`src/shared/cpcd_pkg.sv`:
```
// package: register map, field layout and rate constants of the clock divider
package cpcd_pkg;
  localparam int          CPCD_ADDR_W       = 12;
  localparam logic [11:0] CPCD_CLK_CTRL_IDX = 12'h08F;
  localparam logic [11:0] CPCD_PLL_DIV_IDX  = 12'h090;
  localparam logic [11:0] CPCD_CLK_CTRL_OFF = 12'h23C;
  localparam logic [11:0] CPCD_PLL_DIV_OFF  = 12'h240;
  localparam logic [7:0]  CPCD_CLK_CTRL_RST = 8'h00;
  localparam logic [7:0]  CPCD_PLL_DIV_RST  = 8'h00;
  localparam int          CPCD_DS_BIT       = 0;
  localparam int          CPCD_PER_LSB      = 1;
  localparam int          CPCD_NUM_PER      = 7;
  localparam int          CPCD_R_LSB        = 4;
  localparam int          CPCD_N_LSB        = 0;
  localparam int          CPCD_FIELD_W      = 4;
  localparam int          CPCD_FAST_PERIODS = 6;
  localparam int          CPCD_SLOW_PERIODS = 12;
  localparam logic [3:0]  CPCD_CNT_ZERO     = 4'h0;
  localparam logic [3:0]  CPCD_CNT_ONE      = 4'h1;
endpackage

```
`src/shared/cpcd_rate_if.sv`:
```
// interface: one rate request and the enable pulse it yields
`timescale 1ns/100ps
`default_nettype none
interface cpcd_rate_if;
  logic slow;
  logic tick;
  modport ctrl (output slow, input tick);
  modport gen  (input slow, output tick);
endinterface
`default_nettype wire

```
`src/cpcd_tick_gen.sv`:
```
// module: enable pulse every 6 or 12 oscillator periods
`timescale 1ns/100ps
`default_nettype none
module cpcd_tick_gen (
  input  wire logic   pclk,
  input  wire logic   presetn,
  cpcd_rate_if.gen    rate
);
  import cpcd_pkg::*;
  logic [3:0] cnt_reg;
  logic [3:0] cnt_next;
  logic [3:0] last;
  logic       tick_reg;
  logic       tick_next;

  // ----------------------------------------------------------------
  // period counter
  // ----------------------------------------------------------------
  always_comb begin
    last = rate.slow ? 4'(CPCD_SLOW_PERIODS - 1) : 4'(CPCD_FAST_PERIODS - 1);
    // a rate change mid-period finishes early rather than overshoots
    if (cnt_reg >= last) begin
      cnt_next = CPCD_CNT_ZERO;
      tick_next = 1'b1;
    end else begin
      cnt_next = cnt_reg + CPCD_CNT_ONE;
      tick_next = 1'b0;
    end
  end

  always_ff @(posedge pclk or negedge presetn) begin
    if (!presetn) begin
      cnt_reg  <= CPCD_CNT_ZERO;
      tick_reg <= 1'b0;
    end else begin
      cnt_reg  <= cnt_next;
      tick_reg <= tick_next;
    end
  end

  assign rate.tick = tick_reg;
endmodule
`default_nettype wire

```
`src/cpcd_top.sv`:
```
// module: clock rate control registers on apb with per-peripheral enables
//
// The APB slave port was decided locally.
`timescale 1ns/100ps
`default_nettype none
//
// Contract
// - peripheral selects ignored while double speed off
// - double speed: clear 12, set 6 periods for the cpu
// - control register bits: peripherals 7..1, speed 0
// - pll divider: R bits 7-4, N 3-0
module cpcd_top (
  input  wire logic                        pclk,
  input  wire logic                        presetn,
  input  wire logic                        psel,
  input  wire logic                        penable,
  input  wire logic                        pwrite,
  input  wire logic [cpcd_pkg::CPCD_ADDR_W-1:0] paddr,
  input  wire logic [31:0]                 pwdata,
  output logic      [31:0]                 prdata,
  output logic                             pready,
  output logic                             pslverr,
  output logic                             cpu_tick,
  output logic      [cpcd_pkg::CPCD_NUM_PER-1:0] periph_tick,
  output logic      [3:0]                  pll_r_divider_field,
  output logic      [3:0]                  pll_n_divider_field
);
  import cpcd_pkg::*;

  logic [7:0]  clock_speed_control_reg;
  logic [7:0]  clock_speed_control_next;
  logic [7:0]  pll_divider_setting_reg;
  logic [7:0]  pll_divider_setting_next;
  logic [31:0] prdata_reg;
  logic [31:0] prdata_next;
  logic        pslverr_reg;
  logic        pslverr_next;
  logic        access;
  logic        hit_ctrl;
  logic        hit_pll;
  logic        double_speed_select;
  logic [CPCD_NUM_PER-1:0] rate_select;

  // ----------------------------------------------------------------
  // apb slave, zero wait states
  // ----------------------------------------------------------------
  assign access   = psel & penable;
  assign hit_ctrl = (paddr == CPCD_CLK_CTRL_OFF);
  assign hit_pll  = (paddr == CPCD_PLL_DIV_OFF);

  always_comb begin
    clock_speed_control_next = clock_speed_control_reg;
    pll_divider_setting_next = pll_divider_setting_reg;
    prdata_next  = prdata_reg;
    pslverr_next = 1'b0;
    if (psel && !penable) begin
      // read data staged in setup so it stands in the access cycle
      prdata_next = 32'h0000_0000;
      if (!pwrite && hit_ctrl) begin
        prdata_next[7:0] = clock_speed_control_reg;
      end else if (!pwrite && hit_pll) begin
        prdata_next[7:0] = pll_divider_setting_reg;
      end
      pslverr_next = !(hit_ctrl || hit_pll);
    end
    if (access && pwrite) begin
      if (hit_ctrl) begin
        clock_speed_control_next = pwdata[7:0];
      end else if (hit_pll) begin
        pll_divider_setting_next = pwdata[7:0];
      end
    end
  end

  always_ff @(posedge pclk or negedge presetn) begin
    if (!presetn) begin
      clock_speed_control_reg <= CPCD_CLK_CTRL_RST;
      pll_divider_setting_reg <= CPCD_PLL_DIV_RST;
      prdata_reg  <= 32'h0000_0000;
      pslverr_reg <= 1'b0;
    end else begin
      clock_speed_control_reg <= clock_speed_control_next;
      pll_divider_setting_reg <= pll_divider_setting_next;
      prdata_reg  <= prdata_next;
      pslverr_reg <= pslverr_next;
    end
  end

  assign pready  = 1'b1;
  assign prdata  = prdata_reg;
  assign pslverr = pslverr_reg & access;

  // ----------------------------------------------------------------
  // rate selection
  // ----------------------------------------------------------------
  assign double_speed_select = clock_speed_control_reg[CPCD_DS_BIT];
  assign pll_r_divider_field =
    pll_divider_setting_reg[CPCD_R_LSB +: CPCD_FIELD_W];
  assign pll_n_divider_field =
    pll_divider_setting_reg[CPCD_N_LSB +: CPCD_FIELD_W];

  // peripheral selects only count while double speed is on
  assign rate_select = double_speed_select ?
    clock_speed_control_reg[CPCD_PER_LSB +: CPCD_NUM_PER] :
    {CPCD_NUM_PER{1'b1}};

  cpcd_rate_if cpu_if ();
  assign cpu_if.slow = ~double_speed_select;
  assign cpu_tick    = cpu_if.tick;
  cpcd_tick_gen u_cpu (
    .pclk    (pclk),
    .presetn (presetn),
    .rate    (cpu_if.gen)
  );

  // bit order: 0 timer0, 1 timer1, 2 timer2, 3 serial, 4 counter array,
  // 5 watchdog, 6 two-wire
  genvar g;
  generate
    for (g = 0; g < CPCD_NUM_PER; g++) begin : g_per
      cpcd_rate_if per_if ();
      assign per_if.slow    = rate_select[g];
      assign periph_tick[g] = per_if.tick;
      cpcd_tick_gen u_per (
        .pclk    (pclk),
        .presetn (presetn),
        .rate    (per_if.gen)
      );
    end
  endgenerate
endmodule
`default_nettype wire

```
`config.mk`:
```
export PLATFORM = sky130hd
export DESIGN_NAME = cpcd_top
export DESIGN_NICKNAME = d
export VERILOG_FILES = /design/src/shared/cpcd_pkg.sv /design/src/shared/cpcd_rate_if.sv /design/src/cpcd_tick_gen.sv /design/src/cpcd_top.sv
export SDC_FILE = /design/constraint.sdc
export NUM_CORES = 1
export LEC_CHECK = 0
export BUFFER_PORTS_ARGS = -buffer_cell sky130_fd_sc_hd__buf_4
export CAP_MARGIN = 5
export CORE_MARGIN = 4
export CORE_UTILIZATION = 40
export CTS_CLUSTER_DIAMETER = 80
export DETAILED_ROUTE_END_ITERATION = 8
export PLACE_DENSITY_LB_ADDON = 0.3
export SLEW_MARGIN = 20
export SYNTH_ARGS = -nofsm -noshare
export SYNTH_HDL_FRONTEND = slang
export SYNTH_SLANG_ARGS = --single-unit
```
`constraint.sdc`:
```
create_clock -name pclk -period 1.7 [get_ports pclk]
set_clock_uncertainty 0.15 [all_clocks]
set_input_delay 0 -clock pclk [delete_from_list [all_inputs] [get_ports pclk]]
set_output_delay 0 -clock pclk [all_outputs]
set_load 0.02 [all_outputs]
```
After elaboration in Yosys (flattened, before gate mapping)
Cells that the tools add are included.
{ "word_totals": {"elab_cells": 79, "output_inout_bits": 50, "reg_bits": 65, "input_bits": 49} }
{ "classes": {"n_eq_ne": 2, "bitwise": 3, "reduce_logical": 10, "add_sub_neg": 8, "mux": 28, "n_lt_le_gt_ge": 8} }
{ "op_table": {"columns": ["cell", "n"], "rows": [
  ["two-way mux 4 bit", 16],
  ["adder 4 x 1 -> 4 bit, second input constant", 8],
  [">= comparator 4 bit", 8],
  ["equality test 12 x 10 -> 1 bit, second input constant", 2],
  ["two-way mux 8 bit", 2],
  ["two-way mux 1 bit", 9],
  ["two-way mux 7 bit", 1],
  ["logical AND 1 bit", 4],
  ["zero test 1 bit", 3],
  ["AND reduction 3 bit", 1],
  ["AND 1 bit", 2],
  ["AND reduction 2 bit", 1],
  ["logical OR 1 bit", 1],
  ["NOT 1 bit", 1]
]} }

Depth between registers and ports, before layout
Gate-level depths: netlist of the first run.
{ "depth": {"depth_word": 4, "ltp_mapped": 6, "mapped_depth_nobuf": 6} }

Modules after synthesis
Synthesis of the first run repeated with hierarchy kept, for this count alone.
{ "hier_totals": {"cells_unflattened": 293, "area_unflattened_um2": 3388.2} }
{ "by_module_without_submodules": {"columns": ["module", "area_each_um2", "seq_area_each_um2", "cells_each", "instances"], "rows": [
  ["cpcd_tick_gen", 246.5, 125.1, 22, 8],
  ["cpcd_top", 1416.4, 625.6, 117, 1]
]} }

Worst setup path after synthesis of the first run
Ideal clock, no wire load.
{ "synth_path": {"kind": "flip-flop to flip-flop", "startpoint": "register clock_speed_control_reg[0]", "endpoint": "register g_per[1].u_per.tick_reg", "t_arrival_ps": 1597, "required_ps": 1423, "synth_period_minus_slack_ps": 1874, "stages_incl_launch_ff": 6, "slack_ps": -174, "n_path_buf": 0, "setup_ps": 127, "cell_sequence": "dfrtp_1 -> nor2b_1 -> inv_1 -> ha_1 -> maj3_1 -> or2_2"} }
{ "synth_via": {"elab_chain_cells": 4} }
{ "synth_rtl": {"columns": ["item", "line", "rtl"], "rows": [
  ["start, declared", "cpcd_top.sv:30", "logic [7:0] clock_speed_control_reg;"],
  ["start signal, assigned", "cpcd_top.sv:82", "clock_speed_control_reg <= clock_speed_control_next;"],
  ["two-way mux 7 bit", "cpcd_top.sv:103", "assign rate_select = double_speed_select ?"],
  ["two-way mux 4 bit", "cpcd_tick_gen.sv:20", "last = rate.slow ? 4'(CPCD_SLOW_PERIODS - 1) : 4'(CPCD_FAST_PERIODS - 1);"],
  [">= comparator 4 bit", "cpcd_tick_gen.sv:22", "if (cnt_reg >= last) begin"],
  ["two-way mux 1 bit", "cpcd_tick_gen.sv:22", null],
  ["net g_per[1].u_per.tick_next", "cpcd_tick_gen.sv:14", "logic tick_next;"],
  ["end signal, assigned", "cpcd_tick_gen.sv:37", "tick_reg <= tick_next;"],
  ["end, declared", "cpcd_tick_gen.sv:13", "logic tick_reg;"]
]} }
The timed path passes the listed nets, and every way through them passes these cells.
A chain may end at the register's enable or synchronous reset.

Final worst setup path of the first run
{ "layout_path": {"startpoint": "register clock_speed_control_reg[0]", "endpoint": "register g_per[3].u_per.tick_reg"} }
{ "layout_via": {"elab_chain_cells": 4} }
{ "layout_rtl": {"columns": ["item", "line"], "rows": [
  ["two-way mux 7 bit", "cpcd_top.sv:103"],
  ["two-way mux 4 bit", "cpcd_tick_gen.sv:20"],
  [">= comparator 4 bit", "cpcd_tick_gen.sv:22"],
  ["two-way mux 1 bit", "cpcd_tick_gen.sv:22"],
  ["net g_per[3].u_per.tick_next", "cpcd_tick_gen.sv:14"],
  ["end signal, assigned", "cpcd_tick_gen.sv:37"],
  ["end, declared", "cpcd_tick_gen.sv:13"]
]} }
The timed path passes the listed nets, and every way through them passes these cells.

==> results of run 1 <==
layout by cell type, fill, tap and decap left out, types with 3 or more instances in the layout:
master	count
inv_1	8
mux2_4	8
a21boi_4	3
nor2_1	18
inv_2	3
nand3_2	3
mux2_2	8
nand3_1	9
buf_4	76
nor3_1	4
clkbuf_8	10
clkinv_2	4
nor3_4	4
conb_1	25
a21o_1	3
dlygate4sd3_1	14
nor2b_4	4
or2_4	4
a221o_1	8
nor3_2	7
dfrtp_1	64
ha_4	8
nand2b_4	3
nand2_1	7
xnor2_1	11
nor3b_1	3
and2_1	12
buf_6	10
maj3_2	4
o21ai_1	7
a21oi_2	3
a211o_1	3
ha_1	9
xor2_1	5
power by group:
group	internal (mW)	total, mW	switching [mW]
Sequential	2.01	2.48	0.469
Clock	0.550	1.10	0.554
Combinational	1.16	2.12	0.963
layer usage:
layer | vias up | part of all wire, %
li1 | 1132 | -
met1 | 1182 | 40
met2 | 57 | 53
met3 | 10 | 4.8
met4 | 0 | 1.6
met5 | - | 0
cell families (layout without fill, tap and decap cells):
kind of cell / after synthesis / after routing / synth area share [%]
xor+xnor: 16 / 16 / 4.29
mux: 16 / 16 / 6.44
simple gates: 91 / 91 / 15.3
flops: 65 / 65 / 49.8
other cells: 2 / 25 / 0.230
buf+inv: 46 / 128 / 9.20
fa+ha+maj: 22 / 22 / 8.13
compound gates: 29 / 29 / 6.55
stage by stage:
| stage | power, mW | utilization [%] |
|---|---|---|
| CTS | 5.45 | 55.5 |
| global placement | 4.04 | 49.3 |
| global route | 6.16 | 58.0 |
| finish | 5.71 | 58.0 |
| floorplan | 3.70 | - |
| detailed placement | 4.12 | 49.3 |
worst register-to-register path: cells and delay by family (launching register included):
kind                     cells  cell delay, ps
adder cells (fa/ha/maj)      2             510
flip-flops                   1             440
AND/OR/NAND/NOR              2             420
buffers and inverters        1              50
final timing paths:
check | to | slack [ps] | cells after the start
max in group asynchronous | g_per[0].u_per.cnt_reg[0] | 340 | 4
worst max register to register | g_per[3].u_per.rate.tick | 20 | 5
min in group asynchronous | g_per[2].u_per.rate.tick | 520 | 3
worst min-delay path | pslverr_reg | 50 | 3
worst max-delay path | g_per[3].u_per.rate.tick | 20 | 5
worst min register to register | u_cpu.cnt_reg[0] | 350 | 1
layout make-up:
cell class | instances | area share (%)
clock buffer | 11 | 3.11
clock inverter | 4 | 0.440
inverter | 12 | 1.05
multi-input combinational | 199 | 38.4
sequential | 65 | 35.8
tap | 102 | 2.81
timing repair buffer | 101 | 18.4
repair_timing:
item                                   4_1_cts  5_1_grt
setup endpoints to repair                   29       50
endpoints found under the hold margin       82        0
setup buffers                                5        3
hold buffers                                15        0
gates resized for setup                     34       44
pin swaps                                   19       22
==> summary.txt, run 1 <==
Timing
  – Final critical-path share of the clock period: between 90 and 100%
  – Final worst hold slack: 51.0 ps
  – Post-route setup slack: 24.6 ps
  – Peak Freq: 597 MHz
  – Fin crit period: 1680 ps
  – Number of slew-limit violations in the final report: 0
  – Setup repair after global routing missed its margin: true
  – Total Negative Setup Slacks: 0 ps
  – Final count of negative-setup-slack endpoints: 0
  – Count of endpoints failing hold in the final timing report: 0

CTS
  – Number of buffers inserted during clock tree synthesis: 9
  – TritonCTS sink count: 65
  – Clock tree from TritonCTS: yes
  – Clk Tree Root Cell: clkbuf_8
  – Skew-Pair Late Insertion Delay: 340 ps
  – Number of levels the H-tree was split into: 3
  – Clock edge transition at the registers on the reported setup and hold paths: 70 ps
  – Buffer depth of the longest clock path: 2

Routing
  – Number of remaining DRC errors: 0
  – Via density per instance: 4.82
  – Via count of the routed design: 2381
  – Count of antenna-violating nets left after detailed routing: 0
  – Mean routed wirelength per cell: between 10 and 15 um
  – Count of TritonRoute iterations in the first routing pass: 4
  – Iteration-0 DRC count of the detailed router: 45
  – Final routed wirelength across all metal layers: between 6000 and 7000 um

Global route
  – Antenna violations before repair: 0
  – Wire length of the first global-routing pass: around 11000 um
  – GR Util met2: 25.1%
  – Met1 usage: 17.8%
  – Fraction of met3 tracks used by global routing: ~4.4%
  – Final global-route overflow total: 0
  – Largest net degree at the start of global routing: 34
  – Tot GR Track Use: 14.8%
  – Via count of the first global-routing pass: between 2000 and 2500
  – Busiest metal layer after global routing: met2

Worst setup path
  – Kind of cell with the highest combined delay on the critical path: adder cells
  – Timing startpoint of the critical path: clock_speed_control_reg[0]
  – Launch point of the worst reg-to-reg path: clock_speed_control_reg[0]
  – Setup crit start kind: flip-flop
  – Crit path buffers/inverters: 1
  – Nature of the critical path endpoint: flip-flop
  – Critical path class: flip-flop to flip-flop
  – Crit path cell chain: nor2b_4 -> inv_1 -> ha_2 -> maj3_2 -> or2_4
  – Worst path slowest cell: dfrtp_2
  – WP data arrival: 1760 ps
  – Critical path's largest stage delay: 440 ps
  – Highest net fanout along the worst path: 6
  – Data required, critical path: 1780 ps

Pwr
  – Power density over the cells: roughly 1300 nW/um^2
  – IR Drop Worst-Case VDD: roughly 0.97 mV
  – Leakage Power: between 2 and 2.5 nW

Finish
  – Final Net Count: 455
  – Antenna Diode Count: 0
  – Post-route non-filler standard cell count: between 400 and 500
  – Multi-input logic area: 1750 sq um
  – Flip-flop count of the largest register after layout: 28
  – Fill cell total of the finished layout: 673
  – Fraction of final layout cells with drive strength greater than 1: 44.4%
  – Final design area excluding fillers: 4550 sq um
  – Register area: around 1600 sq um
  – Signed area change from the synthesized netlist to the final layout: 39.3%

Yosys
  – Synth warnings: 0
  – Unique masters post-synth: 35
  – EDFF count, synth: 0
  – Gate count of the mapped netlist: 287
  – Sequential share of the synthesized area: approximately 50%
  – Commonest cells in the synthesized netlist: 65 x dfrtp_1, 32 x buf_4, 20 x nor2_1
  – Main area contributors after synthesis: dfrtp_1 50%, buf_4 7.4%, ha_1 6.9%
  – Register bit count reported by yosys: 65
  – Cell taking the most area after synthesis: dfrtp_1
  – FFs w/ async S/R, synth: 100%
  – Most frequent cell after synthesis: dfrtp_1
  – Post-Syn Area per Cell: 11.4 sq um
  – Top FF cell, synth: dfrtp_1
  – Share of the synthesized area in the top cell type: 49.8%
  – Cell area after synthesis: 3260 sq um

Floorplanning
  – Die H: 98.3 um
  – Num ports: 99
  – Rows: 32
  – Area enclosed by the die boundary: 9670 sq um
  – Width of the chip: 98.3 um
  – Total core area: 7850 sq um
  – Effective utilization at floorplan: 41.6%

Placed design
  – Post-detail-place hpwl: 4760 um
  – IO Port Bufs: a little under 50
  – Placement Setup Slack: -108 ps
  – Placer congestion estimate: ~0.8
  – Placed Instances: 459
  – Area after detailed placement: 3870 sq um

Job
  – Max-cap violation count: 0

Hold path
  – Path type of the worst min-delay path: input pin to flip-flop
  – Hold Path Origin: psel

Outcome
  – Outcome: completed
Note: power is estimated with default switching activity, not from simulation.
==> run 2, diff against run 1 <==
Settings changed: BUFFER_PORTS_ARGS -buffer_cell sky130_fd_sc_hd__buf_4 to -buffer_cell sky130_fd_sc_hd__buf_2, PLACE_DENSITY set to 0.66, PLACE_DENSITY_LB_ADDON 0.3 to not set.
Clock period 1.7 ns to 1.95 ns, I/O delays scaled along.
==> run 2 against run 1 <==
Against the previous run:
- highest routed layer unchanged
- cell area fell by 13%
- sequential share of layout area up 5.2 points
- via count is 4.9% lower
- first-iteration DRC count rose by 40%
- clock-buffer cell count up 4
- power shrank 17%
- critical path type unchanged
==> summary.txt, run 2 (synthesis gave the netlist of run 1 again) <==
CTS
  – Buffer depth of the longest clock path: 2
  – Clock tree from TritonCTS: yes
  – Clk Tree Root Cell: clkbuf_8
  – Clock edge transition at the registers on the reported setup and hold paths: roughly 70 ps
  – Number of buffers inserted during clock tree synthesis: 9
  – Number of levels the H-tree was split into: 3
  – Skew-Pair Late Insertion Delay: 340 ps
  – Post-CTS Setup Bufs: 0
  – TritonCTS sink count: 65

Finish
  – Antenna Diode Count: 0
  – Fill cell total of the finished layout: slightly above 700
  – Final design area excluding fillers: 3970 sq um
  – Highest-count cells in the layout ignoring fill and taps: 64 x dfrtp_1, 49 x buf_2, 25 x conb_1
  – Flip-flop count of the largest register after layout: 28
  – Post-route non-filler standard cell count: 472
  – Fraction of final layout cells with drive strength greater than 1: 30.3%
  – Most common cell after layout, fill and taps aside: dfrtp_1
  – Final Net Count: 432
  – Signed area change from the synthesized netlist to the final layout: 21.7%

Floorplanning
  – Num ports: 99
  – Rows: 32
  – Total core area: 7850 sq um
  – Effective utilization at floorplan: roughly 42%
  – Width of the chip: 98.3 um
  – Area enclosed by the die boundary: 9670 sq um
  – Die H: 98.3 um

Job
  – Max-cap violation count: 0

Routing
  – Mean routed wirelength per cell: 13.2 um
  – Final routed wirelength across all metal layers: 6250 um
  – Via count of the routed design: 2264
  – Number of remaining DRC errors: 0
  – Iteration-0 DRC count of the detailed router: 63
  – Count of antenna-violating nets left after detailed routing: 0
  – Count of TritonRoute iterations in the first routing pass: 4
  – Via density per instance: 4.80

Timing
  – Final count of negative-setup-slack endpoints: 0
  – Fin crit period: 1840 ps
  – Peak Freq: 544 MHz
  – Relative slew margins: 62.1%
  – Setup repair after global routing missed its margin: false
  – Final worst hold slack: 43.4 ps
  – Tightest Pin Transition: 569 ps
  – Total Negative Setup Slacks: 0 ps
  – Final critical-path share of the clock period: 94.2%
  – Count of endpoints failing hold in the final timing report: 0
  – Number of slew-limit violations in the final report: 0

Placed design
  – Placed Instances: 445
  – Placer congestion estimate: 0.709
  – Post-detail-place hpwl: 4610 um
  – IO Port Bufs: 49
  – Area after detailed placement: approximately 3600 sq um

Pwr
  – Net Sw Power: 1.52 mW
  – Power density over the cells: 1190 nW/um^2
  – Sequential power share: 43.8%
  – Total power: 4.74 mW
  – Leakage Power: 2.06 nW
  – IR Drop Worst-Case VDD: 0.471 mV
  – Clock group share of total power: 26.4%
  – Internal Dissipation: between 3 and 4 mW
  – Logic gate share of total power: approximately 30%
  – Share of total power consumed by net switching: about a third

Worst setup path
  – Highest net fanout along the worst path: 6
  – Data required, critical path: about 2100 ps
  – Crit path depth: 7
  – Slack of the worst reg-to-reg path: 110 ps
  – Worst reg2reg path depth: 7
  – Worst path slowest cell: dfrtp_2
  – Nature of the critical path endpoint: flip-flop
  – WP data arrival: 1960 ps
  – Crit path buffers/inverters: 1
  – Setup crit start kind: flip-flop
  – Critical path class: flip-flop to flip-flop
  – Kind of cell with the highest combined delay on the critical path: flip-flops
  – Crit path cell chain: buf_4 -> nand2b_1 -> ha_1 -> nand3_1 -> a21oi_1 -> a211o_1 -> nor2_1
  – Critical path's largest stage delay: 450 ps

Global route
  – Antenna violations before repair: 0
  – Final global-route overflow total: 0
  – Wire length of the first global-routing pass: 10700 um
  – Largest net degree at the start of global routing: 43
  – Via count of the first global-routing pass: between 2000 and 2500
  – Tot GR Track Use: between 10% and 20%

Hold path
  – Path type of the worst min-delay path: input pin to async pin

Outcome
  – Outcome: completed
==> run 2: changes by cell type in the layout (fill, tap and decap cells not counted), moves of 8 or more <==
cell | previous run | this run
ha_4 | 8 | 0
buf_2 | 0 | 49
nor3_1 | 4 | 14
ha_1 | 9 | 18
buf_4 | 76 | 17
buf_6 | 10 | 0
==> run 2: power by group through the flow <==
stage	Combinational (mW)	Sequential (mW)	Clock, mW
after floorplan	1.18	2.03	0
after global placement	1.35	2.08	0
after detailed placement	1.42	2.10	0
after CTS	1.44	2.08	1.29
after global routing	1.65	2.13	1.35
final	1.41	2.07	1.25
==> run 2: per-layer routing <==
layer | part of all wire, % | track usage (%) | vias up
met1 | 41 | 16.0 | 1105
met5 | 0 | 0 | -
li1 | - | - | 1090
met4 | 1.8 | 4.94 | 0
met3 | 6.3 | 5.07 | 10
met2 | 51 | 23.3 | 59
==> run 2: worst paths after layout <==
| kind | from | endpoint |
|---|---|---|
| worst max-delay path | clock_speed_control_reg[0] | g_per[4].u_per.cnt_reg[2] |
| worst min-delay path | presetn | g_per[5].u_per.rate.tick |
| min in group pclk | psel | pslverr_reg |
| worst min register to register | g_per[5].u_per.cnt_reg[0] | g_per[5].u_per.cnt_reg[0] |
| worst max register to register | clock_speed_control_reg[0] | g_per[4].u_per.cnt_reg[2] |
| max in group asynchronous | presetn | clock_speed_control_reg[0] |
==> run 2: layout make-up <==
class	count	area (sq um)	area share, %
tap	102	128	3.21
clock buffer	15	196	4.94
inverter	12	45.0	1.13
clock inverter	1	30.0	0.756
sequential	65	1630	41.0
timing repair buffer	78	503	12.7
multi-input combinational	199	1440	36.3
==> run 2: what timing repair did <==
item                                    4_1_cts  5_1_grt
resized for setup                             0        5
hold buffers                                 11        0
endpoints found under the setup margin        0       24
hold endpoints to repair                     82        0
==> run 2: stage by stage <==
stage | utilization (%) | setup WS (ps)
floorplan | - | 75.9
global placement | 46.1 | 124
detailed placement | 46.1 | 68.8
CTS | 50.4 | 41.0
global route | 50.6 | 6.71
finish | 50.6 | 113
==> run 2: worst register-to-register path, cell delays in order (launching register included) <==
cell and delay [ps]:
dfrtp_2 450, buf_4 170, nand2b_1 140, ha_1 260, nand3_1 70, a21oi_1 60
a211o_1 340, nor2_1 120
==> run 3, diff against run 2 <==
Settings changed: PLACE_DENSITY 0.66 to not set, PLACE_DENSITY_LB_ADDON set to 0.25.
==> run 3 against run 2 <==
Against the previous run:
- register-to-register slack improved by 20 ps
- critical path depth did not move
- wire length fell by 1.1%
- die area did not move
- largest power group unchanged
- fmax rose by 1.1%
- clock-buffer cell count fell by 3
- sequential power barely moved
- non-clock buffer count did not move
- power fell by 4.5%
- cell area fell by 0.91%
- flip-flop and latch count did not move
==> summary.txt, run 3 (synthesis gave the netlist of run 1 again) <==
Finish
  – Fill cell total of the finished layout: 734
  – Fraction of final layout cells with drive strength greater than 1: 30.8%
  – Multi-input logic area: 1450 sq um
  – Antenna Diode Count: 0
  – Final Net Count: 432
  – Register area: 1630 sq um
  – Highest-count cells in the layout ignoring fill and taps: 64 x dfrtp_1, 49 x buf_2, 25 x conb_1
  – Flip-flop count of the largest register after layout: 28
  – Most common cell after layout, fill and taps aside: dfrtp_1
  – Signed area change from the synthesized netlist to the final layout: 20.6%

Floorplanning
  – Num ports: 99
  – Die H: between 90 and 100 um
  – Effective utilization at floorplan: slightly above 40%
  – Total core area: 7850 sq um
  – Rows: 32
  – Area enclosed by the die boundary: 9670 sq um
  – Width of the chip: 98.3 um

Pwr
  – Share of total power consumed by net switching: 34.0%
  – Clock group share of total power: a little under a quarter
  – Net Sw Power: 1.54 mW
  – Logic gate share of total power: 31.4%
  – Internal Dissipation: 2.98 mW
  – Power density over the cells: 1150 nW/um^2
  – Sequential power share: 45.8%
  – IR Drop Worst-Case VDD: 0.524 mV
  – Leakage Power: between 2 and 2.5 nW

Worst setup path
  – Launch point of the worst reg-to-reg path: clock_speed_control_reg[0]
  – Timing startpoint of the critical path: clock_speed_control_reg[0]
  – Setup crit start kind: flip-flop
  – Crit path cell chain: buf_4 -> nand2b_1 -> ha_1 -> nand3_1 -> a21oi_1 -> a211o_1 -> nor2_1
  – Critical path's largest stage delay: around 460 ps
  – Crit path buffers/inverters: 1
  – WP data arrival: between 1500 and 2000 ps
  – Kind of cell with the highest combined delay on the critical path: flip-flops
  – Data required, critical path: between 2000 and 2500 ps
  – Highest net fanout along the worst path: 7
  – Worst path slowest cell: dfrtp_2
  – Nature of the critical path endpoint: flip-flop
  – Critical path class: flip-flop to flip-flop

Routing
  – Via count of the routed design: 2228
  – Via density per instance: 4.72
  – Count of TritonRoute iterations in the first routing pass: 4
  – Count of antenna-violating nets left after detailed routing: 0
  – Final routed wirelength across all metal layers: 6180 um
  – Mean routed wirelength per cell: 13.1 um
  – Iteration-0 DRC count of the detailed router: 58
  – Number of remaining DRC errors: 0

Placed design
  – IO Port Bufs: 49
  – Placer congestion estimate: about 0.74
  – Placement Setup Slack: 46.6 ps
  – Post-detail-place hpwl: 4510 um

CTS
  – Clk Tree Root Cell: clkbuf_8
  – Number of buffers inserted during clock tree synthesis: 9
  – Buffer depth of the longest clock path: 2
  – Number of levels the H-tree was split into: 3
  – Skew-Pair Late Insertion Delay: ~340 ps
  – Clock tree from TritonCTS: yes
  – Post-CTS Setup Bufs: 0
  – Clock edge transition at the registers on the reported setup and hold paths: ~70 ps
  – TritonCTS sink count: between 60 and 70

Timing
  – Final count of negative-setup-slack endpoints: 0
  – Setup repair after global routing missed its margin: false
  – Tightest Pin Transition: 565 ps
  – Relative slew margins: 62.3%
  – Fin crit period: about 1800 ps
  – Post-route setup slack: ~130 ps
  – Final critical-path share of the clock period: 93.2%
  – Count of endpoints failing hold in the final timing report: 0
  – Number of slew-limit violations in the final report: 0
  – Peak Freq: 550 MHz
  – Total Negative Setup Slacks: 0 ps

Global route
  – Tot GR Track Use: 13.3%
  – Wire length of the first global-routing pass: 10200 um
  – Final global-route overflow total: 0
  – Largest net degree at the start of global routing: 43
  – Via count of the first global-routing pass: 2205
  – Antenna violations before repair: 0

Job
  – Max-cap violation count: 0

Hold path
  – Path type of the worst min-delay path: input pin to async pin

Outcome
  – Outcome: completed
run 3: cell types whose count changed in the layout (fill, tap and decap cells not counted), sizes merged:
cell      delta
clkinvlp     +3
bufinv       -1
clkinv       +1
clkbuf       -3
run 3: layout make-up:
type | instances | area share [%]
well taps | 102 | 3.24
clock buffers | 12 | 3.94
clock inverters | 4 | 0.699
repair buffers | 78 | 12.8
multi-input cells | 199 | 36.9
flip-flops and latches | 65 | 41.3
inverters | 12 | 1.14
run 3: layer usage:
| metal | up-vias | wire length (um) | GRT usage [%] |
|---|---|---|---|
| met2 | 69 | 2830 | 20.5 |
| met5 | - | 0 | 0 |
| met3 | 15 | 393 | 4.86 |
| met1 | 1058 | 2800 | 17.0 |
| li1 | 1086 | - | - |
| met4 | 0 | 157 | 5.46 |
run 3: worst register-to-register path: cells and delay by family (launching register included):
kind	cells	cell delay, ps
AOI/OAI and AO/OA	2	400
adders and majority gates	1	260
buffers and inverters	1	170
DFF	1	460
and+or+nand+nor	3	320
run 3: path summary, 6_finish.rpt:
kind                                         endpoint  slack [ps]  depth (start not counted)
max in group asynchronous  clock_speed_control_reg[0]         980                          3
hold / removal              g_per[5].u_per.cnt_reg[1]          40                          2
hold reg to reg                      u_cpu.cnt_reg[0]         350                          1
min in group pclk                         pslverr_reg          70                          3
setup / recovery            g_per[4].u_per.cnt_reg[3]         130                          7
setup reg to reg            g_per[4].u_per.cnt_reg[3]         130                          7
run 3: power by group through the flow:
stage	sequential, mW	clock, mW	combinational, mW
after global placement	2.09	0	1.35
final	2.07	1.03	1.42
after detailed placement	2.10	0	1.42
after CTS	2.08	1.08	1.44
after floorplan	2.03	0	1.18
after global routing	2.15	1.13	1.64
run 3: what timing repair did:
| item | CTS | global route |
|---|---|---|
| setup endpoints to repair | 0 | 29 |
| gates resized for setup | 0 | 7 |
| endpoints found under the hold margin | 82 | 0 |
| hold buffers | 11 | 0 |
run 3: through the flow:
step	utilization, %	hold slack (ps)	instances	cell area [sq um]	total power, mW
finish	50.2	38.4	472	3940	4.52
global route	50.2	75.8	472	3940	4.92
CTS	49.8	34.7	472	3910	4.59
detailed placement	46.1	-122	445	3620	3.52
global placement	46.1	-124	445	3620	3.45
floorplan	-	-446	310	3350	3.22
